==> config.mk <==
export PLATFORM = sky130hd
export DESIGN_NAME = gpsmw_regs
export DESIGN_NICKNAME = d
export VERILOG_FILES = /design/src/verilog/gpsmw_pkg.sv /design/src/verilog/gpsmw_regs.sv
export SDC_FILE = /design/constraint.sdc
export NUM_CORES = 1
export LEC_CHECK = 0
export BUFFER_PORTS_ARGS = -buffer_cell sky130_fd_sc_hd__buf_2
export CAP_MARGIN = 25
export CORE_ASPECT_RATIO = 0.9
export CORE_MARGIN = 2
export CORE_UTILIZATION = 45
export DETAILED_ROUTE_END_ITERATION = 10
export PLACE_DENSITY = 0.8
export SYNTH_ARGS = -nofsm -noshare
export SYNTH_HDL_FRONTEND = slang
export SYNTH_SLANG_ARGS = --single-unit
==> constraint.sdc <==
create_clock -name CLK -period 2.1 [get_ports CLK]
set_input_delay 0.21 -clock CLK [delete_from_list [all_inputs] [get_ports CLK]]
set_output_delay 0.21 -clock CLK [all_outputs]
set_load 0.02 [all_outputs]
==> src/verilog/gpsmw_pkg.sv <==
// Constants and types shared by the PHY status and MMD window register slice
package gpsmw_pkg;
    // Register indices; the AHB byte address is four times the index
    localparam logic [5:0] IDX_GIG_STAT = 6'h0a;
    localparam logic [5:0] IDX_MMD_CTRL = 6'h0d;
    localparam logic [5:0] IDX_MMD_WIN = 6'h0e;
    localparam logic [5:0] IDX_GIG_ABIL = 6'h0f;
    localparam logic [5:0] IDX_FAST_EXT = 6'h10;
    localparam logic [5:0] IDX_GIG_EXT = 6'h11;
    localparam logic [5:0] IDX_IRQ_STAT = 6'h1c;
    localparam logic [5:0] IDX_IRQ_EN = 6'h1d;
    localparam logic [5:0] IDX_IRQ_CLR = 6'h1e;
    localparam logic [5:0] IDX_PAGE = 6'h1f;
    localparam int IDX_LSB = 2;
    localparam int IDX_MSB = 7;

    localparam logic [1:0] PAGE_MAX_SHARED = 2'h0 + 2'd2;
    localparam logic [1:0] PAGE_ZERO = 2'h0;

    // Field positions
    localparam int FUNC_MSB = 15;
    localparam int FUNC_LSB = 14;
    localparam int DEVAD_MSB = 4;
    localparam int PAGE_MSB = 1;
    localparam int IRQ_W = 4;
    localparam int MASTER_BIT = 14;

    localparam logic [15:0] CAP_VALUE = 16'h3000;
    localparam logic [7:0] IDLE_MAX = 8'hff;
    localparam logic [7:0] IDLE_ONE = 8'h01;
    localparam logic [15:0] WIN_ONE = 16'h0001;
    localparam logic [15:0] RST16 = 16'h0000;
    localparam logic [31:0] RST32 = 32'h0000_0000;
    localparam logic [1:0] OKAY = 2'h0;

    typedef enum logic [1:0] {
        FN_ADDR = 2'b00,
        FN_DATA = 2'b01,
        FN_DATA_INC_RW = 2'b10,
        FN_DATA_INC_WR = 2'b11
    } gpsmw_func_t;

    typedef enum logic [1:0] {
        PH_IDLE = 2'b00,
        PH_ACT = 2'b01,
        PH_DONE = 2'b10
    } gpsmw_phase_t;

    typedef struct packed {
        gpsmw_phase_t phase;
        logic [5:0] idx;
        logic cap_write;
        logic [1:0] page;
        logic ms_fault_latch;
        logic [7:0] idle_cnt;
        gpsmw_func_t func;
        logic [4:0] devad;
        logic [15:0] mmd_addr;
        logic [15:0] mmd_wdata;
        logic mmd_wr_strobe;
        logic [15:0] fast_sticky;
        logic [15:0] gig_sticky;
        logic [IRQ_W-1:0] irq_stat;
        logic [IRQ_W-1:0] irq_en;
        logic [31:0] hrdata;
    } gpsmw_state_t;
endpackage : gpsmw_pkg

==> src/verilog/gpsmw_regs.sv <==
// AHB-Lite register slice: gigabit status, MMD indirect window, status extensions
// How it works
// RULE1 - Config fault latches high until read
// RULE2 - Bit 14 shows master/slave resolution
// RULE3 - Bits 13, 12 show receiver health
// RULE4 - Bits 11, 10 show partner gigabit ability
// RULE5 - Idle error count, clears on read
// RULE6 - Two-bit selector picks window meaning
// RULE7 - Five-bit MMD device address, resets zero
// RULE8 - Writes through window never increment address
// RULE9 - Window is address in 00, else data
// RULE10 - Capability register reads fixed constant
// RULE11 - Live fast descrambler lock and link
// RULE12 - Sticky fast error flags clear on read
// RULE13 - Live gigabit descrambler lock and link
// RULE14 - Sticky gigabit error flags clear on read
// RULE15 - Legacy partner and crossover error bits
// RULE16 - Page decode: shared vs page zero
// RULE17 - Reserved bits read zero, ignore writes
// RULE18 - Read-increment mode 10 advances address after a read
`timescale 1ns/10ps
module gpsmw_regs
    import gpsmw_pkg::*;
(
    input wire logic CLK,
    input wire logic SRST,
    input wire logic HSEL,
    input wire logic [31:0] HADDR,
    input wire logic [1:0] HTRANS,
    input wire logic HWRITE,
    input wire logic [2:0] HSIZE,
    input wire logic [31:0] HWDATA,
    input wire logic HREADY,
    output logic [31:0] HRDATA,
    output logic HREADYOUT,
    output logic [1:0] HRESP,
    input wire logic MS_FAULT,
    input wire logic MS_MASTER,
    input wire logic LOCAL_RX_OK,
    input wire logic REMOTE_RX_OK,
    input wire logic LP_1000_FD,
    input wire logic LP_1000_HD,
    input wire logic IDLE_ERR,
    input wire logic FAST_LOCKED,
    input wire logic FAST_LINK,
    input wire logic [5:0] FAST_EVT,
    input wire logic GIG_LOCKED,
    input wire logic GIG_LINK,
    input wire logic [6:0] GIG_EVT,
    input wire logic GIG_LEGACY_LP,
    input wire logic GIG_XOVER_ERR,
    output logic [4:0] MMD_DEVAD,
    output logic [15:0] MMD_ADDR,
    output logic [15:0] MMD_WDATA,
    output logic MMD_WR_STROBE,
    input wire logic [15:0] MMD_RDATA,
    output logic IRQ
);
    gpsmw_state_t r;
    gpsmw_state_t next_r;

    logic accept;
    logic act_rd;
    logic act_wr;
    logic page_shared;
    logic page_zero;
    logic [15:0] rd_val;
    logic [15:0] fast_set;
    logic [15:0] gig_set;
    logic [IRQ_W-1:0] irq_evt;

    assign accept = HSEL & HTRANS[1] & HREADY;
    assign act_rd = (r.phase == PH_ACT) & ~r.cap_write;
    assign act_wr = (r.phase == PH_ACT) & r.cap_write;
    // RULE16 page gating
    assign page_shared = r.page <= PAGE_MAX_SHARED;
    assign page_zero = r.page == PAGE_ZERO;

    // RULE12 fast event to bit positions
    assign fast_set = {1'b0, FAST_EVT[5:4], 1'b0, FAST_EVT[3:0], 8'h00};
    // RULE14 gigabit event to bit positions
    assign gig_set = {1'b0, GIG_EVT[6:5], 1'b0, GIG_EVT[4:0], 7'h00};
    assign irq_evt = {IDLE_ERR, |GIG_EVT, |FAST_EVT, MS_FAULT};

    // Read view of the addressed register
    always_comb begin
        rd_val = RST16;
        case (r.idx)
            IDX_GIG_STAT: begin
                // RULE2 RULE3 RULE4 status bits
                if (page_shared) begin
                    rd_val = {r.ms_fault_latch, MS_MASTER, LOCAL_RX_OK, REMOTE_RX_OK,
                              LP_1000_FD, LP_1000_HD, 2'b00, r.idle_cnt};
                end
            end
            IDX_MMD_CTRL: begin
                // RULE17 reserved bits zero
                if (page_shared) begin
                    rd_val = {r.func, 9'h000, r.devad};
                end
            end
            IDX_MMD_WIN: begin
                // RULE9 address or data view
                if (page_shared) begin
                    rd_val = (r.func == FN_ADDR) ? r.mmd_addr : MMD_RDATA;
                end
            end
            IDX_GIG_ABIL: begin
                // RULE10 fixed capability
                if (page_shared) begin
                    rd_val = CAP_VALUE;
                end
            end
            IDX_FAST_EXT: begin
                // RULE11 live lock and link
                if (page_zero) begin
                    rd_val = r.fast_sticky | {FAST_LOCKED, 2'b00, FAST_LINK, 12'h000};
                end
            end
            IDX_GIG_EXT: begin
                // RULE13 RULE15 live bits
                if (page_zero) begin
                    rd_val = r.gig_sticky | {GIG_LOCKED, 2'b00, GIG_LINK, 5'h00,
                                             GIG_LEGACY_LP, GIG_XOVER_ERR, 5'h00};
                end
            end
            IDX_IRQ_STAT: rd_val = {12'h000, r.irq_stat};
            IDX_IRQ_EN: rd_val = {12'h000, r.irq_en};
            IDX_PAGE: rd_val = {14'h0000, r.page};
            default: rd_val = RST16;
        endcase
    end

    always_comb begin
        next_r = r;
        next_r.mmd_wr_strobe = 1'b0;
        case (r.phase)
            PH_IDLE: begin
                if (accept) begin
                    next_r.phase = PH_ACT;
                end
            end
            PH_ACT: begin
                next_r.phase = PH_DONE;
                if (r.cap_write) begin
                    case (r.idx)
                        IDX_MMD_CTRL: begin
                            if (page_shared) begin
                                // RULE6 selector write
                                next_r.func = gpsmw_func_t'(HWDATA[FUNC_MSB:FUNC_LSB]);
                                // RULE7 device address
                                next_r.devad = HWDATA[DEVAD_MSB:0];
                            end
                        end
                        IDX_MMD_WIN: begin
                            if (page_shared) begin
                                if (r.func == FN_ADDR) begin
                                    next_r.mmd_addr = HWDATA[15:0];
                                end else begin
                                    // RULE8 data write, address kept
                                    next_r.mmd_wdata = HWDATA[15:0];
                                    next_r.mmd_wr_strobe = 1'b1;
                                end
                            end
                        end
                        IDX_IRQ_EN: next_r.irq_en = HWDATA[IRQ_W-1:0];
                        IDX_IRQ_CLR: next_r.irq_stat = r.irq_stat & ~HWDATA[IRQ_W-1:0];
                        IDX_PAGE: next_r.page = HWDATA[PAGE_MSB:0];
                        default: next_r.page = r.page;
                    endcase
                end else begin
                    next_r.hrdata = {16'h0000, rd_val};
                    case (r.idx)
                        IDX_GIG_STAT: begin
                            if (page_shared) begin
                                // RULE1 read releases latch
                                next_r.ms_fault_latch = 1'b0;
                                // RULE5 clear on read
                                next_r.idle_cnt = 8'h00;
                            end
                        end
                        IDX_MMD_WIN: begin
                            // RULE18 read post-increment
                            if (page_shared && r.func == FN_DATA_INC_RW) begin
                                next_r.mmd_addr = r.mmd_addr + WIN_ONE;
                            end
                        end
                        IDX_FAST_EXT: begin
                            // RULE12 clear on read
                            if (page_zero) begin
                                next_r.fast_sticky = RST16;
                            end
                        end
                        IDX_GIG_EXT: begin
                            // RULE14 clear on read
                            if (page_zero) begin
                                next_r.gig_sticky = RST16;
                            end
                        end
                        default: next_r.hrdata = {16'h0000, rd_val};
                    endcase
                end
            end
            PH_DONE: begin
                next_r.phase = accept ? PH_ACT : PH_IDLE;
            end
            default: next_r.phase = PH_IDLE;
        endcase
        if (accept) begin
            next_r.idx = HADDR[IDX_MSB:IDX_LSB];
            next_r.cap_write = HWRITE;
        end
        // Sets come after clears so a coincident event is kept
        // RULE1 fault latch set
        next_r.ms_fault_latch = next_r.ms_fault_latch | MS_FAULT;
        // RULE5 saturating count
        if (IDLE_ERR && next_r.idle_cnt != IDLE_MAX) begin
            next_r.idle_cnt = next_r.idle_cnt + IDLE_ONE;
        end
        // RULE12 RULE14 sticky sets
        next_r.fast_sticky = next_r.fast_sticky | fast_set;
        next_r.gig_sticky = next_r.gig_sticky | gig_set;
        next_r.irq_stat = next_r.irq_stat | irq_evt;
    end

    always_ff @(posedge CLK) begin
        if (SRST) begin
            r <= '0;
        end else begin
            r <= next_r;
        end
    end

    // One wait state on every transfer keeps read data coherent with writes
    assign HREADYOUT = r.phase != PH_ACT;
    assign HRESP = OKAY;
    assign HRDATA = r.hrdata;
    assign MMD_DEVAD = r.devad;
    assign MMD_ADDR = r.mmd_addr;
    assign MMD_WDATA = r.mmd_wdata;
    assign MMD_WR_STROBE = r.mmd_wr_strobe;
    assign IRQ = |(r.irq_stat & r.irq_en);
endmodule : gpsmw_regs

==> results of run 1 <==
-- per-layer routing --
metal | vias up | track usage, %
met5 | - | 0
met4 | 0 | 6.293
met1 | 2318 | 33.31
met2 | 230 | 36.12
li1 | 2390 | -
met3 | 24 | 4.979
-- power breakdown --
group          internal (mW)  switching (mW)  total [mW]
logic                  0.116           0.193       0.310
registers               1.87          0.0234        1.89
clock network          0.915           0.729        1.64
total                   2.90           0.946        3.85
-- final timing paths --
path	startpoint	endpoint	slack [ns]	cells after the start
max reg2reg	r[121]$_SDFFE_PP0P_	r[119]$_SDFF_PP0_	-0.01	8
min reg2reg	HRDATA[2]$_SDFFE_PP0P_	HRDATA[2]$_SDFFE_PP0P_	0.45	2
min	FAST_EVT[1]	r[65]$_SDFF_PP0_	0.08	3
max	r[121]$_SDFFE_PP0P_	r[119]$_SDFF_PP0_	-0.01	8
-- final cells by class --
cell class	count	share of cell area [%]
Multi-Input combinational cell	462	45.56
Sequential cell	97	31.75
Timing Repair Buffer	160	14.51
Clock buffer	10	3.741
Tap cell	156	3.189
Clock inverter	5	0.9403
Inverter	5	0.3066
-- registers in the layout (all words and copies together), names as in the netlist --
signal	flops
MMD_WR_STROBE	1
HRDATA	16
MMD_WDATA	16
r	43
MMD_ADDR	16
MMD_DEVAD	5
-- synth_stat cells, drive strengths merged, types with 3 or more instances --
cell and number:
dfxtp 97, buf 94, nand2 90, nor2 66, a21oi 65, mux2i 43
o21ai 27, nor3 21, clkbuf 19, a211oi 10, nand3 10, a221oi 9
nor4 9, a31oi 8, and2 6, nor2b 6, a22oi 5, inv 5
nand3b 5, nand4 5, o22ai 5, xnor2 5, nand2b 4, o31ai 4
or3 4, a21o 3, and4 3, o211ai 3, o22a 3, or2 3
-- critical path: cells and delay by family (launching register included) --
kind | cells | cell delay [ns]
simple gates | 5 | 1.19
flops | 1 | 0.33
compound gates | 2 | 0.32
fa+ha+maj | 1 | 0.16
-- cells in the final DEF, fill, tap and decap left out, drive strengths merged, types with 3 or more instances in the layout --
| cell | synthesis | routed |
|---|---|---|
| buf | 94 | 160 |
| clkinvlp | 0 | 3 |
| nand3b | 5 | 5 |
| and2 | 6 | 6 |
| a211oi | 10 | 10 |
| clkbuf | 19 | 10 |
| dfxtp | 97 | 97 |
| and4 | 3 | 3 |
| inv | 5 | 5 |
| nor2 | 66 | 66 |
| or2 | 3 | 3 |
| a221oi | 9 | 9 |
| nand3 | 10 | 10 |
| o22a | 3 | 3 |
| conb | 1 | 18 |
| nor3 | 21 | 21 |
| a21oi | 65 | 65 |
| o22ai | 5 | 5 |
| a22oi | 5 | 5 |
| nand4 | 5 | 5 |
| xnor2 | 5 | 5 |
| o31ai | 4 | 4 |
| a31oi | 8 | 8 |
| o211ai | 3 | 3 |
| nand2b | 4 | 4 |
| a21o | 3 | 3 |
| or3 | 4 | 4 |
| nor4 | 9 | 9 |
| nand2 | 90 | 90 |
| o21ai | 27 | 27 |
| nor2b | 6 | 6 |
| mux2i | 43 | 43 |
-- per-stage QoR --
step | worst slack [ns] | power (mW) | hold slack, ns
after detailed placement | 0.007550 | 2.233 | 0.4385
after global routing | -0.09694 | 3.959 | 0.1025
after CTS | 0.0001172 | 3.848 | 0.08483
after floorplan | 0.005578 | 2.123 | 0.3274
final | -0.01451 | 3.849 | 0.08196
after global placement | 0.04341 | 2.230 | 0.4266
-- timing repair --
item | in CTS | in global routing
endpoints found under the setup margin | 0 | 12
buffers inserted | 0 | 3
gates resized for setup | 0 | 9
-- cell families after synthesis --
kind of cell | synth area share (%)
AO/OA/AOI/OAI | 18.32
other | 0.06975
multiplexers | 8.006
buffers and inverters | 14.36
adder cells (fa/ha/maj) | 0.4654
AND/OR/NAND/NOR | 21.85
XOR/XNOR | 0.8145
flip-flops | 36.12
==> implementation parameters, run 1 <==
Parameter                              Value

STA
  Max frequency    472.9 MHz
  Count of final hold-check violations    0
  RSZ-0062 raised after global routing    true
  Slew of the pin with the lowest slew margin    0.9922 ns
  Final period util    100.7%
  Total count of max-transition violations in the final report    0
  Post-layout min period    2.115 ns
  Setup_tns    -0.01451 ns
  Final setup violation count    1
  Maximum clock skew at final layout    0.005301 ns
  Worst-case setup margin in the final layout    -0.01451 ns
  Max transition margin    33.61%

CTS
  Number of buffers created by CTS    9
  Clock tree from TritonCTS    done
  Clock root buffer    clkbuf_16
  Number of buffers between clock root and the deepest sink    2
  Number of buffers added to fix hold violations after cts    0
  Clock network latency to the later pin of the worst-skew pair    around 0.35 ns
  Sinks on the clock net    97
  CTS clock-pin slew for the worst setup and hold paths    0.07 ns
  Clock H-tree levels    3

Setup path
  Peak fanout along the critical path    5
  Data arrival time at the worst-slack endpoint    2.35 ns
  Worst Path Class, Setup    reg2reg
  Cell-by-cell listing of the critical path    a21o_4 > nor4_4 > nand2_2 > and2_4 > ha_4 > or4b_1 > o21ai_1 > nor3_1
  Startpoint kind of the worst setup timing path    flip-flop
  Critical Path End Type    flip-flop
  Delay of the slowest critical-path stage    0.52 ns
  Required time worst endpoint    approximately 2.3 ns
  Slowest stage cell, crit path    or4b_1

Floorplanning
  Floorplan die width    approximately 120 µm
  Die Footprint    0.01284 mm²
  Top-level port count    190
  Die Span Y    ~110 µm
  Core Region    between 0.01 and 0.015 mm²
  Starting Density    46.64%
  Count of standard-cell rows    37

Layout
  Final standard cell utilization of the core    about 53%
  Number of non-filler instances in the completed layout    895
  # fillers    1089
  Antenna cells    0
  Fin nets    ~850
  Layout cells sized above 1    28.15%
  Layout area overhead    13.85%
  Multi-input combinational cell area    0.002789 mm²
  Final Instance Area    0.006121 mm²
  Storage cell area    0.001943 mm²

Power
  Power per unit of standard cell area    628.8 mW/mm²
  Maximum resistive drop on vdd    0.0003606 V
  Leakage power figure    between 2 and 2.5 nW

Drt
  Routed length per placed instance    about 17 µm
  Wire length on met1    around 7.1 mm
  Remaining design rule violation count    0
  DR pass1 iterations    7
  Routed vias    4962
  Ratio of routed vias to standard cells    5.544
  Count of antenna-violating nets left after detailed routing    0
  Sum of met3 wire segment lengths after detailed routing    1.289 mm
  Met2 Wirelength    about 6.7 mm
  Top layer used by detailed routing    met4
  Number of design-rule violations left by the first detailed-router iteration    438
  Post-detailed-routing wire length    15.41 mm

Yosys
  Seq/Total Area, Yosys    36.12%
  Average instance area after synthesis    8.146 µm²
  Number of synthesized flops with an enable pin    0
  Cells after synthesis    660
  Synth Cell Area    0.005376 mm²
  Synth Flop Type    dfxtp_1
  Post-synth top area share    36.12%
  Async set or reset register ratio after synthesis    0%
  Count of cell types in the netlist    between 60 and 70
  Cell taking the most area after synthesis    dfxtp_1
  FF+latch count, synth    97
  Synthesis Warnings    0
  Cell types occupying the most area after synthesis    dfxtp_1 36%, buf_4 11%, mux2i_1 8.0%

Placement
  Final GP Congestion    0.8902
  Cell area reported after detailed placement    between 0.005 and 0.006 mm²
  Count of placed standard cells including taps    877
  Number of input and output port buffers inserted    125
  HPWL Detailed    about 11 mm

Outcome
  Status    finished with violations
  Failing checks    negative setup slack

GRT
  Initial antenna violation count    0
  Largest net degree at the start of global routing    between 40 and 50
  GRT Overall Usage    between 20% and 30%
  Total grt overflow    0
  Wire length of the first global-routing pass    23.83 mm
  Number of global-route vias before repair    4472

Min path
  Kind of path behind the tightest hold check    in2reg

Job
  Max Cap Violations    0
No activity file was read; power rests on OpenSTA's default activity.
==> inputs of run 2 (changes only) <==
--- a/config.mk
+++ b/config.mk
@@ -9,9 +9,9 @@
 export CAP_MARGIN = 25
 export CORE_ASPECT_RATIO = 0.9
 export CORE_MARGIN = 2
-export CORE_UTILIZATION = 45
+export CORE_UTILIZATION = 46
 export DETAILED_ROUTE_END_ITERATION = 10
-export PLACE_DENSITY = 0.8
+export PLACE_DENSITY = 0.82
 export SYNTH_ARGS = -nofsm -noshare
 export SYNTH_HDL_FRONTEND = slang
 export SYNTH_SLANG_ARGS = --single-unit
==> run 2 against run 1 <==
- the flow now finishes without violations
- combinational power hardly changed
- sequential cell count did not move
- die area is 2.1% lower
- global-route usage grew 0.24 points
==> implementation parameters, run 2 (synthesized netlist as in run 1, its figures left out) <==
Parameter                              Value

Layout
  Final standard cell utilization of the core    53.75% (+0.65 points)
  Commonest non-fill, non-tap cells in the layout    125 x buf_2, 96 x dfxtp_1, 89 x nand2_1
  Flip-flop count of the largest register, all copies and words added    43 (unchanged)
  Number of non-filler instances in the completed layout    893 (-0.22%)
  Most flops, register    r
  Commonest non-fill, non-tap cell in the layout    buf_2
  Final Instance Area    0.006146 mm² (+0.41%)
  Fin nets    850 (-0.35%)
  Antenna cells    0 (unchanged)
  Layout cells sized above 1    27.82% (-0.33 points)
  Layout area overhead    14.31%

Placement
  Worst Setup Slack post-DPL    0.07374 ns (+0.06619 ns)
  Number of input and output port buffers inserted    125 (unchanged)
  Count of placed standard cells including taps    875 (-0.23%)
  HPWL Detailed    11.24 mm (-0.66%)
  Cell area reported after detailed placement    0.005764 mm² (-0.26%)
  Final GP Congestion    0.9201 (+3.4%)

STA
  Worst-case setup margin in the final layout    0.06263 ns (+0.07714 ns)
  Final setup violation count    0 (-1)
  RSZ-0062 raised after global routing    false
  Maximum clock skew at final layout    0.007211 ns (+0.001910 ns)
  Setup_tns    0 ns (+0.01451 ns)
  Slew of the pin with the lowest slew margin    1.010 ns (+0.01796 ns)
  Max frequency    490.8 MHz (+3.8%)
  Post-layout min period    2.037 ns (-0.07714 ns)
  Count of final hold-check violations    0 (unchanged)
  Worst hold-check slack    0.08732 ns (+0.005355 ns)
  Total count of max-transition violations in the final report    0 (unchanged)
  Final period util    97.02% (-3.7 points)
  Max transition margin    32.41% (-1.2 points)

Power
  Maximum resistive drop on vdd    0.0003807 V (+5.6%)
  Leakage power figure    2.459 nW (+0.85%)
  Post-layout total power    4.073 mW (+5.8%)
  Power per unit of standard cell area    662.7 mW/mm² (+5.4%)

Floorplanning
  Count of standard-cell rows    37 (unchanged)
  Starting Density    47.02% (+0.38 points)
  Floorplan die width    118.0 µm (-1.1%)
  Die Footprint    0.01257 mm² (-2.1%)
  Core Region    0.01143 mm² (-0.80%)
  Top-level port count    190 (unchanged)
  Die Span Y    106.6 µm (-1.1%)

Setup path
  Peak fanout along the critical path    5 (unchanged)
  Data arrival time at the worst-slack endpoint    2.25 ns (-0.10 ns)
  Required time worst endpoint    2.32 ns (about the same)
  Startpoint kind of the worst setup timing path    flip-flop
  Worst path top cell family by delay    simple AND/OR/NAND/NOR gates
  Critical Path End Type    flip-flop
  Cell-by-cell listing of the critical path    a21o_4 > nor4_4 > nand2_2 > and2_4 > ha_4 > or4b_4 > o21ai_2 > nor3_1
  Delay of the slowest critical-path stage    0.51 ns (about the same)
  Worst Path Class, Setup    reg2reg
  Slowest stage cell, crit path    or4b_4
  Critical path buffer and inverter count    0 (unchanged)

Drt
  Remaining design rule violation count    0 (unchanged)
  Count of antenna-violating nets left after detailed routing    0 (unchanged)
  Ratio of routed vias to standard cells    5.497 (-0.85%)
  DR pass1 iterations    5 (-2)
  Post-detailed-routing wire length    15.11 mm (-1.9%)
  Routed length per placed instance    16.92 µm (-1.7%)
  Number of design-rule violations left by the first detailed-router iteration    434 (-0.91%)
  Routed vias    4909 (-1.1%)

Min path
  Kind of path behind the tightest hold check    in2reg

CTS
  Clock H-tree levels    3 (unchanged)
  Number of buffers between clock root and the deepest sink    2 (unchanged)
  Number of buffers created by CTS    9 (unchanged)
  Clock root buffer    clkbuf_16
  Clock tree from TritonCTS    done
  Sinks on the clock net    97 (unchanged)
  CTS clock-pin slew for the worst setup and hold paths    0.07 ns (about the same)
  Number of buffers added to fix hold violations after cts    0 (unchanged)
  Clock network latency to the later pin of the worst-skew pair    0.34 ns (about the same)

GRT
  Initial antenna violation count    0 (unchanged)
  Largest net degree at the start of global routing    34 (-24%)
  Total grt overflow    0 (unchanged)
  GRT Overall Usage    23.74% (+0.24 points)
  Wire length of the first global-routing pass    23.75 mm (-0.32%)
  Number of global-route vias before repair    4600 (+2.9%)

Outcome
  Status    complete, no violations

Job
  Max Cap Violations    0 (unchanged)
==> run 2: path summary, 6_finish.rpt <==
path,slack (ns),from,cells past startpoint,to
setup / recovery,0.06,r[121]$_SDFFE_PP0P_,8,r[119]$_SDFF_PP0_
hold / removal,0.09,FAST_EVT[3],3,r[67]$_SDFF_PP0_
setup reg to reg,0.06,r[121]$_SDFFE_PP0P_,8,r[119]$_SDFF_PP0_
hold reg to reg,0.44,HRDATA[13]$_SDFFE_PP0P_,2,HRDATA[13]$_SDFFE_PP0P_
==> run 2: report_power, final <==
| part | internal, mW | switching [mW] |
|---|---|---|
| clock network | 1.17 | 0.702 |
| logic | 0.117 | 0.195 |
| registers | 1.87 | 0.0217 |
| total | 3.15 | 0.919 |
==> run 2: timing repair <==
| item | in CTS | in global routing |
|---|---|---|
| setup buffers | 0 | 2 |
| gates resized for setup | 0 | 8 |
| setup endpoints to repair | 0 | 1 |
==> run 2: layout make-up <==
class                      instances  area [µm²]
multi-input combinational        462        2786
inverter                           5       18.77
sequential                        97        1943
fill                            1073        5289
clock inverter                     5       103.9
clock buffer                      11       232.7
timing repair buffer             157       865.8
tap                              156       195.2
==> run 2: tightest hold or removal path, cell delays in order <==
cell and delay, ns:
buf_2 0.09, a21oi_1 0.04, nor2_1 0.06
==> run 2: layer usage <==
metal | vias up | part of all wire, % | GRT usage (%)
met1 | 2257 | 45 | 32.43
met4 | 0 | 2.9 | 8.348
li1 | 2381 | - | -
met2 | 233 | 43 | 35.63
met3 | 38 | 8.6 | 6.974
met5 | - | 0 | 0
==> inputs of run 3 (changes only) <==
--- a/config.mk
+++ b/config.mk
@@ -11,6 +11,7 @@
 export CORE_MARGIN = 2
 export CORE_UTILIZATION = 46
 export DETAILED_ROUTE_END_ITERATION = 10
+export GPL_TIMING_DRIVEN = 1
 export PLACE_DENSITY = 0.82
 export SYNTH_ARGS = -nofsm -noshare
 export SYNTH_HDL_FRONTEND = slang
==> constraint.sdc (replaced) <==
create_clock -name CLK -period 2.1 [get_ports CLK]
set_input_delay 0.21 -clock CLK [delete_from_list [all_inputs] [get_ports CLK]]
set_output_delay 0.21 -clock CLK [all_outputs]
set_load 0.1 [all_outputs]
==> run 3 against run 2 <==
- cell count unchanged
- largest cell class unchanged
- critical endpoint unchanged
- clock skew increased by 0.0040 ns
- sequential power hardly changed
- via count grew 2.8%
- fmax about the same
- largest power group unchanged
- sequential share of layout area up 0.33 points
- power decreased by 5.7%
- global-route usage rose by 0.40 points
- design area is 1.1% lower
- clock power decreased by 18%
==> implementation parameters, run 3 (synthesized netlist as in run 1, its figures left out) <==
Parameter                              Value

Outcome
  Status    complete, no violations

CTS
  Number of buffers created by CTS    9 (unchanged)
  Clock H-tree levels    3 (unchanged)
  Clock root buffer    clkbuf_16
  Sinks on the clock net    97 (unchanged)
  Number of buffers between clock root and the deepest sink    2 (unchanged)
  Clock tree from TritonCTS    done
  Clock network latency to the later pin of the worst-skew pair    0.35 ns (about the same)
  CTS clock-pin slew for the worst setup and hold paths    0.07 ns (about the same)

STA
  Final setup violation count    0 (unchanged)
  RSZ-0062 raised after global routing    false
  Max transition margin    36.30% (+3.9 points)
  Slew of the pin with the lowest slew margin    0.9519 ns (-0.05821 ns)
  Final period util    97.02% (about the same)
  Post-layout min period    2.038 ns (+0.0001514 ns)
  Total count of max-transition violations in the final report    0 (unchanged)
  Max frequency    490.8 MHz (about the same)
  Count of final hold-check violations    0 (unchanged)
  Worst hold-check slack    0.07872 ns (-0.008597 ns)
  Maximum clock skew at final layout    0.01121 ns (+0.004000 ns)
  Setup_tns    0 ns (unchanged)

Setup path
  Reg2reg path depth    8 (unchanged)
  Critical path endpoint    r[119]$_SDFF_PP0_
  Setup slack of the most critical reg-to-reg path    0.06 ns (about the same)
  Critical path startpoint    r[130]$_SDFFE_PP0P_
  Peak fanout along the critical path    6 (+1)
  Data arrival time at the worst-slack endpoint    2.26 ns (about the same)
  Reg2reg start    r[130]$_SDFFE_PP0P_
  Required time worst endpoint    2.32 ns (about the same)
  Worst R2R End    r[119]$_SDFF_PP0_
  Critical Path End Type    flip-flop
  Worst Path Class, Setup    reg2reg
  Startpoint kind of the worst setup timing path    flip-flop

Power
  Switching part of the total    26.95% (+4.4 points)
  Power share of the sequential group    49.3% (+2.8 points)
  Post-layout total power    3.840 mW (-5.7%)
  Clock network fraction of total power    39.7% (-6.1 points)
  Maximum resistive drop on vdd    0.0003776 V (-0.82%)
  Leakage power figure    2.434 nW (-1.0%)
  Total net switching power    1.035 mW (+13%)
  Internal power contribution    2.806 mW (-11%)
  Proportion of power drawn by combinational gates    10.9% (+3.2 points)
  Power per unit of standard cell area    631.8 mW/mm² (-4.7%)

GRT
  Total grt overflow    0 (unchanged)
  Largest net degree at the start of global routing    50 (+47%)
  GRT Overall Usage    24.14% (+0.40 points)
  Initial antenna violation count    1 (+1)
  Number of global-route vias before repair    4427 (-3.8%)
  Wire length of the first global-routing pass    23.89 mm (+0.58%)

Layout
  Flip-flop count of the largest register, all copies and words added    43 (unchanged)
  Fin nets    850 (unchanged)
  Layout cells sized above 1    27.58% (-0.23 points)
  Commonest non-fill, non-tap cell in the layout    buf_2
  Commonest non-fill, non-tap cells in the layout    125 x buf_2, 97 x dfxtp_1, 89 x nand2_1
  Final Instance Area    0.006078 mm² (-1.1%)
  Layout area overhead    13.06%
  Most flops, register    r

Floorplanning
  Floorplan die width    118.0 µm (unchanged)
  Core Region    0.01143 mm² (unchanged)
  Die Span Y    106.6 µm (unchanged)
  Count of standard-cell rows    37 (unchanged)
  Die Footprint    0.01257 mm² (unchanged)
  Starting Density    47.02% (unchanged)
  Top-level port count    190 (unchanged)

Placement
  Cell area reported after detailed placement    0.005782 mm² (+0.30%)
  Final GP Congestion    0.8939 (-2.8%)
  HPWL Detailed    11.40 mm (+1.4%)
  Number of input and output port buffers inserted    125 (unchanged)

Drt
  Number of design-rule violations left by the first detailed-router iteration    400 (-7.8%)
  Ratio of routed vias to standard cells    5.648 (+2.8%)
  Routed length per placed instance    17.27 µm (+2.1%)
  Routed vias    5044 (+2.8%)
  Remaining design rule violation count    0 (unchanged)
  Count of antenna-violating nets left after detailed routing    0 (unchanged)
  Post-detailed-routing wire length    15.42 mm (+2.1%)
  DR pass1 iterations    5 (unchanged)

Min path
  Kind of path behind the tightest hold check    in2reg

Job
  Max Cap Violations    0 (unchanged)
-- run 3: cell type report --
cell class	instances	area, µm²
antenna	1	2.502
clock buffer	11	242.7
inverter	5	18.77
timing repair buffer	157	878.3
clock inverter	4	20.02
tap	156	195.2
fill	1136	5356
multi-input combinational	462	2779
sequential	97	1942
-- run 3: power by group through the flow --
| stage | clock (mW) | sequential (mW) | combinational [mW] |
|---|---|---|---|
| after floorplan | 0 | 1.93 | 0.309 |
| after global placement | 0 | 1.93 | 0.407 |
| after detailed placement | 0 | 1.93 | 0.410 |
| after CTS | 1.54 | 1.89 | 0.412 |
| after global routing | 1.64 | 1.90 | 0.442 |
| final | 1.53 | 1.90 | 0.419 |
-- run 3: how the worst min path moves through the flow --
stage	from	endpoint	slack, ns	cells after the start
2_1_floorplan	MS_FAULT	r[120]$_SDFF_PP0_	0.33	2
3_3_place_gp	FAST_EVT[1]	r[65]$_SDFF_PP0_	0.43	3
3_5_place_dp	FAST_EVT[0]	r[64]$_SDFF_PP0_	0.44	3
4_1_cts	FAST_EVT[0]	r[64]$_SDFF_PP0_	0.08	3
5_1_grt	GIG_EVT[2]	r[49]$_SDFF_PP0_	0.09	3
6_report	FAST_EVT[0]	r[64]$_SDFF_PP0_	0.08	3
-- run 3: timing repair --
action / 4_1_cts / 5_1_grt
hold buffers: 0 / 0
setup buffers: 1 / 1
endpoints found under the setup margin: 1 / 3
cloned: 0 / 0
gates resized for setup: 0 / 4
pin swaps: 1 / 2
-- run 3: critical path: stages, from the launching register on --
cell      delay (ns)
dfxtp_1         0.40
nand2b_4        0.10
nor2_1          0.26
nand2_2         0.11
and2_1          0.17
ha_2            0.21
or4b_1          0.51
o21ai_0         0.09
nor3_1          0.06
-- run 3: metal layers --
layer / track usage (%) / share of wire, % / vias up
met1: 33.26 / 45 / 2404
li1: - / - / 2379
met5: 0 / 0 / -
met2: 37.29 / 45 / 233
met3: 7.082 / 8.6 / 28
met4: 5.508 / 1.4 / 0
-- run 3: through the flow --
| stage | util (%) | cells | setup WS [ns] |
|---|---|---|---|
| floorplan | - | 677 | 0.005578 |
| global placement | 50.56 | 875 | 0.06704 |
| detailed placement | 50.56 | 875 | 0.005517 |
| CTS | 52.93 | 891 | 0.006746 |
| global route | 53.16 | 893 | 0.006945 |
| finish | 53.16 | 893 | 0.06248 |
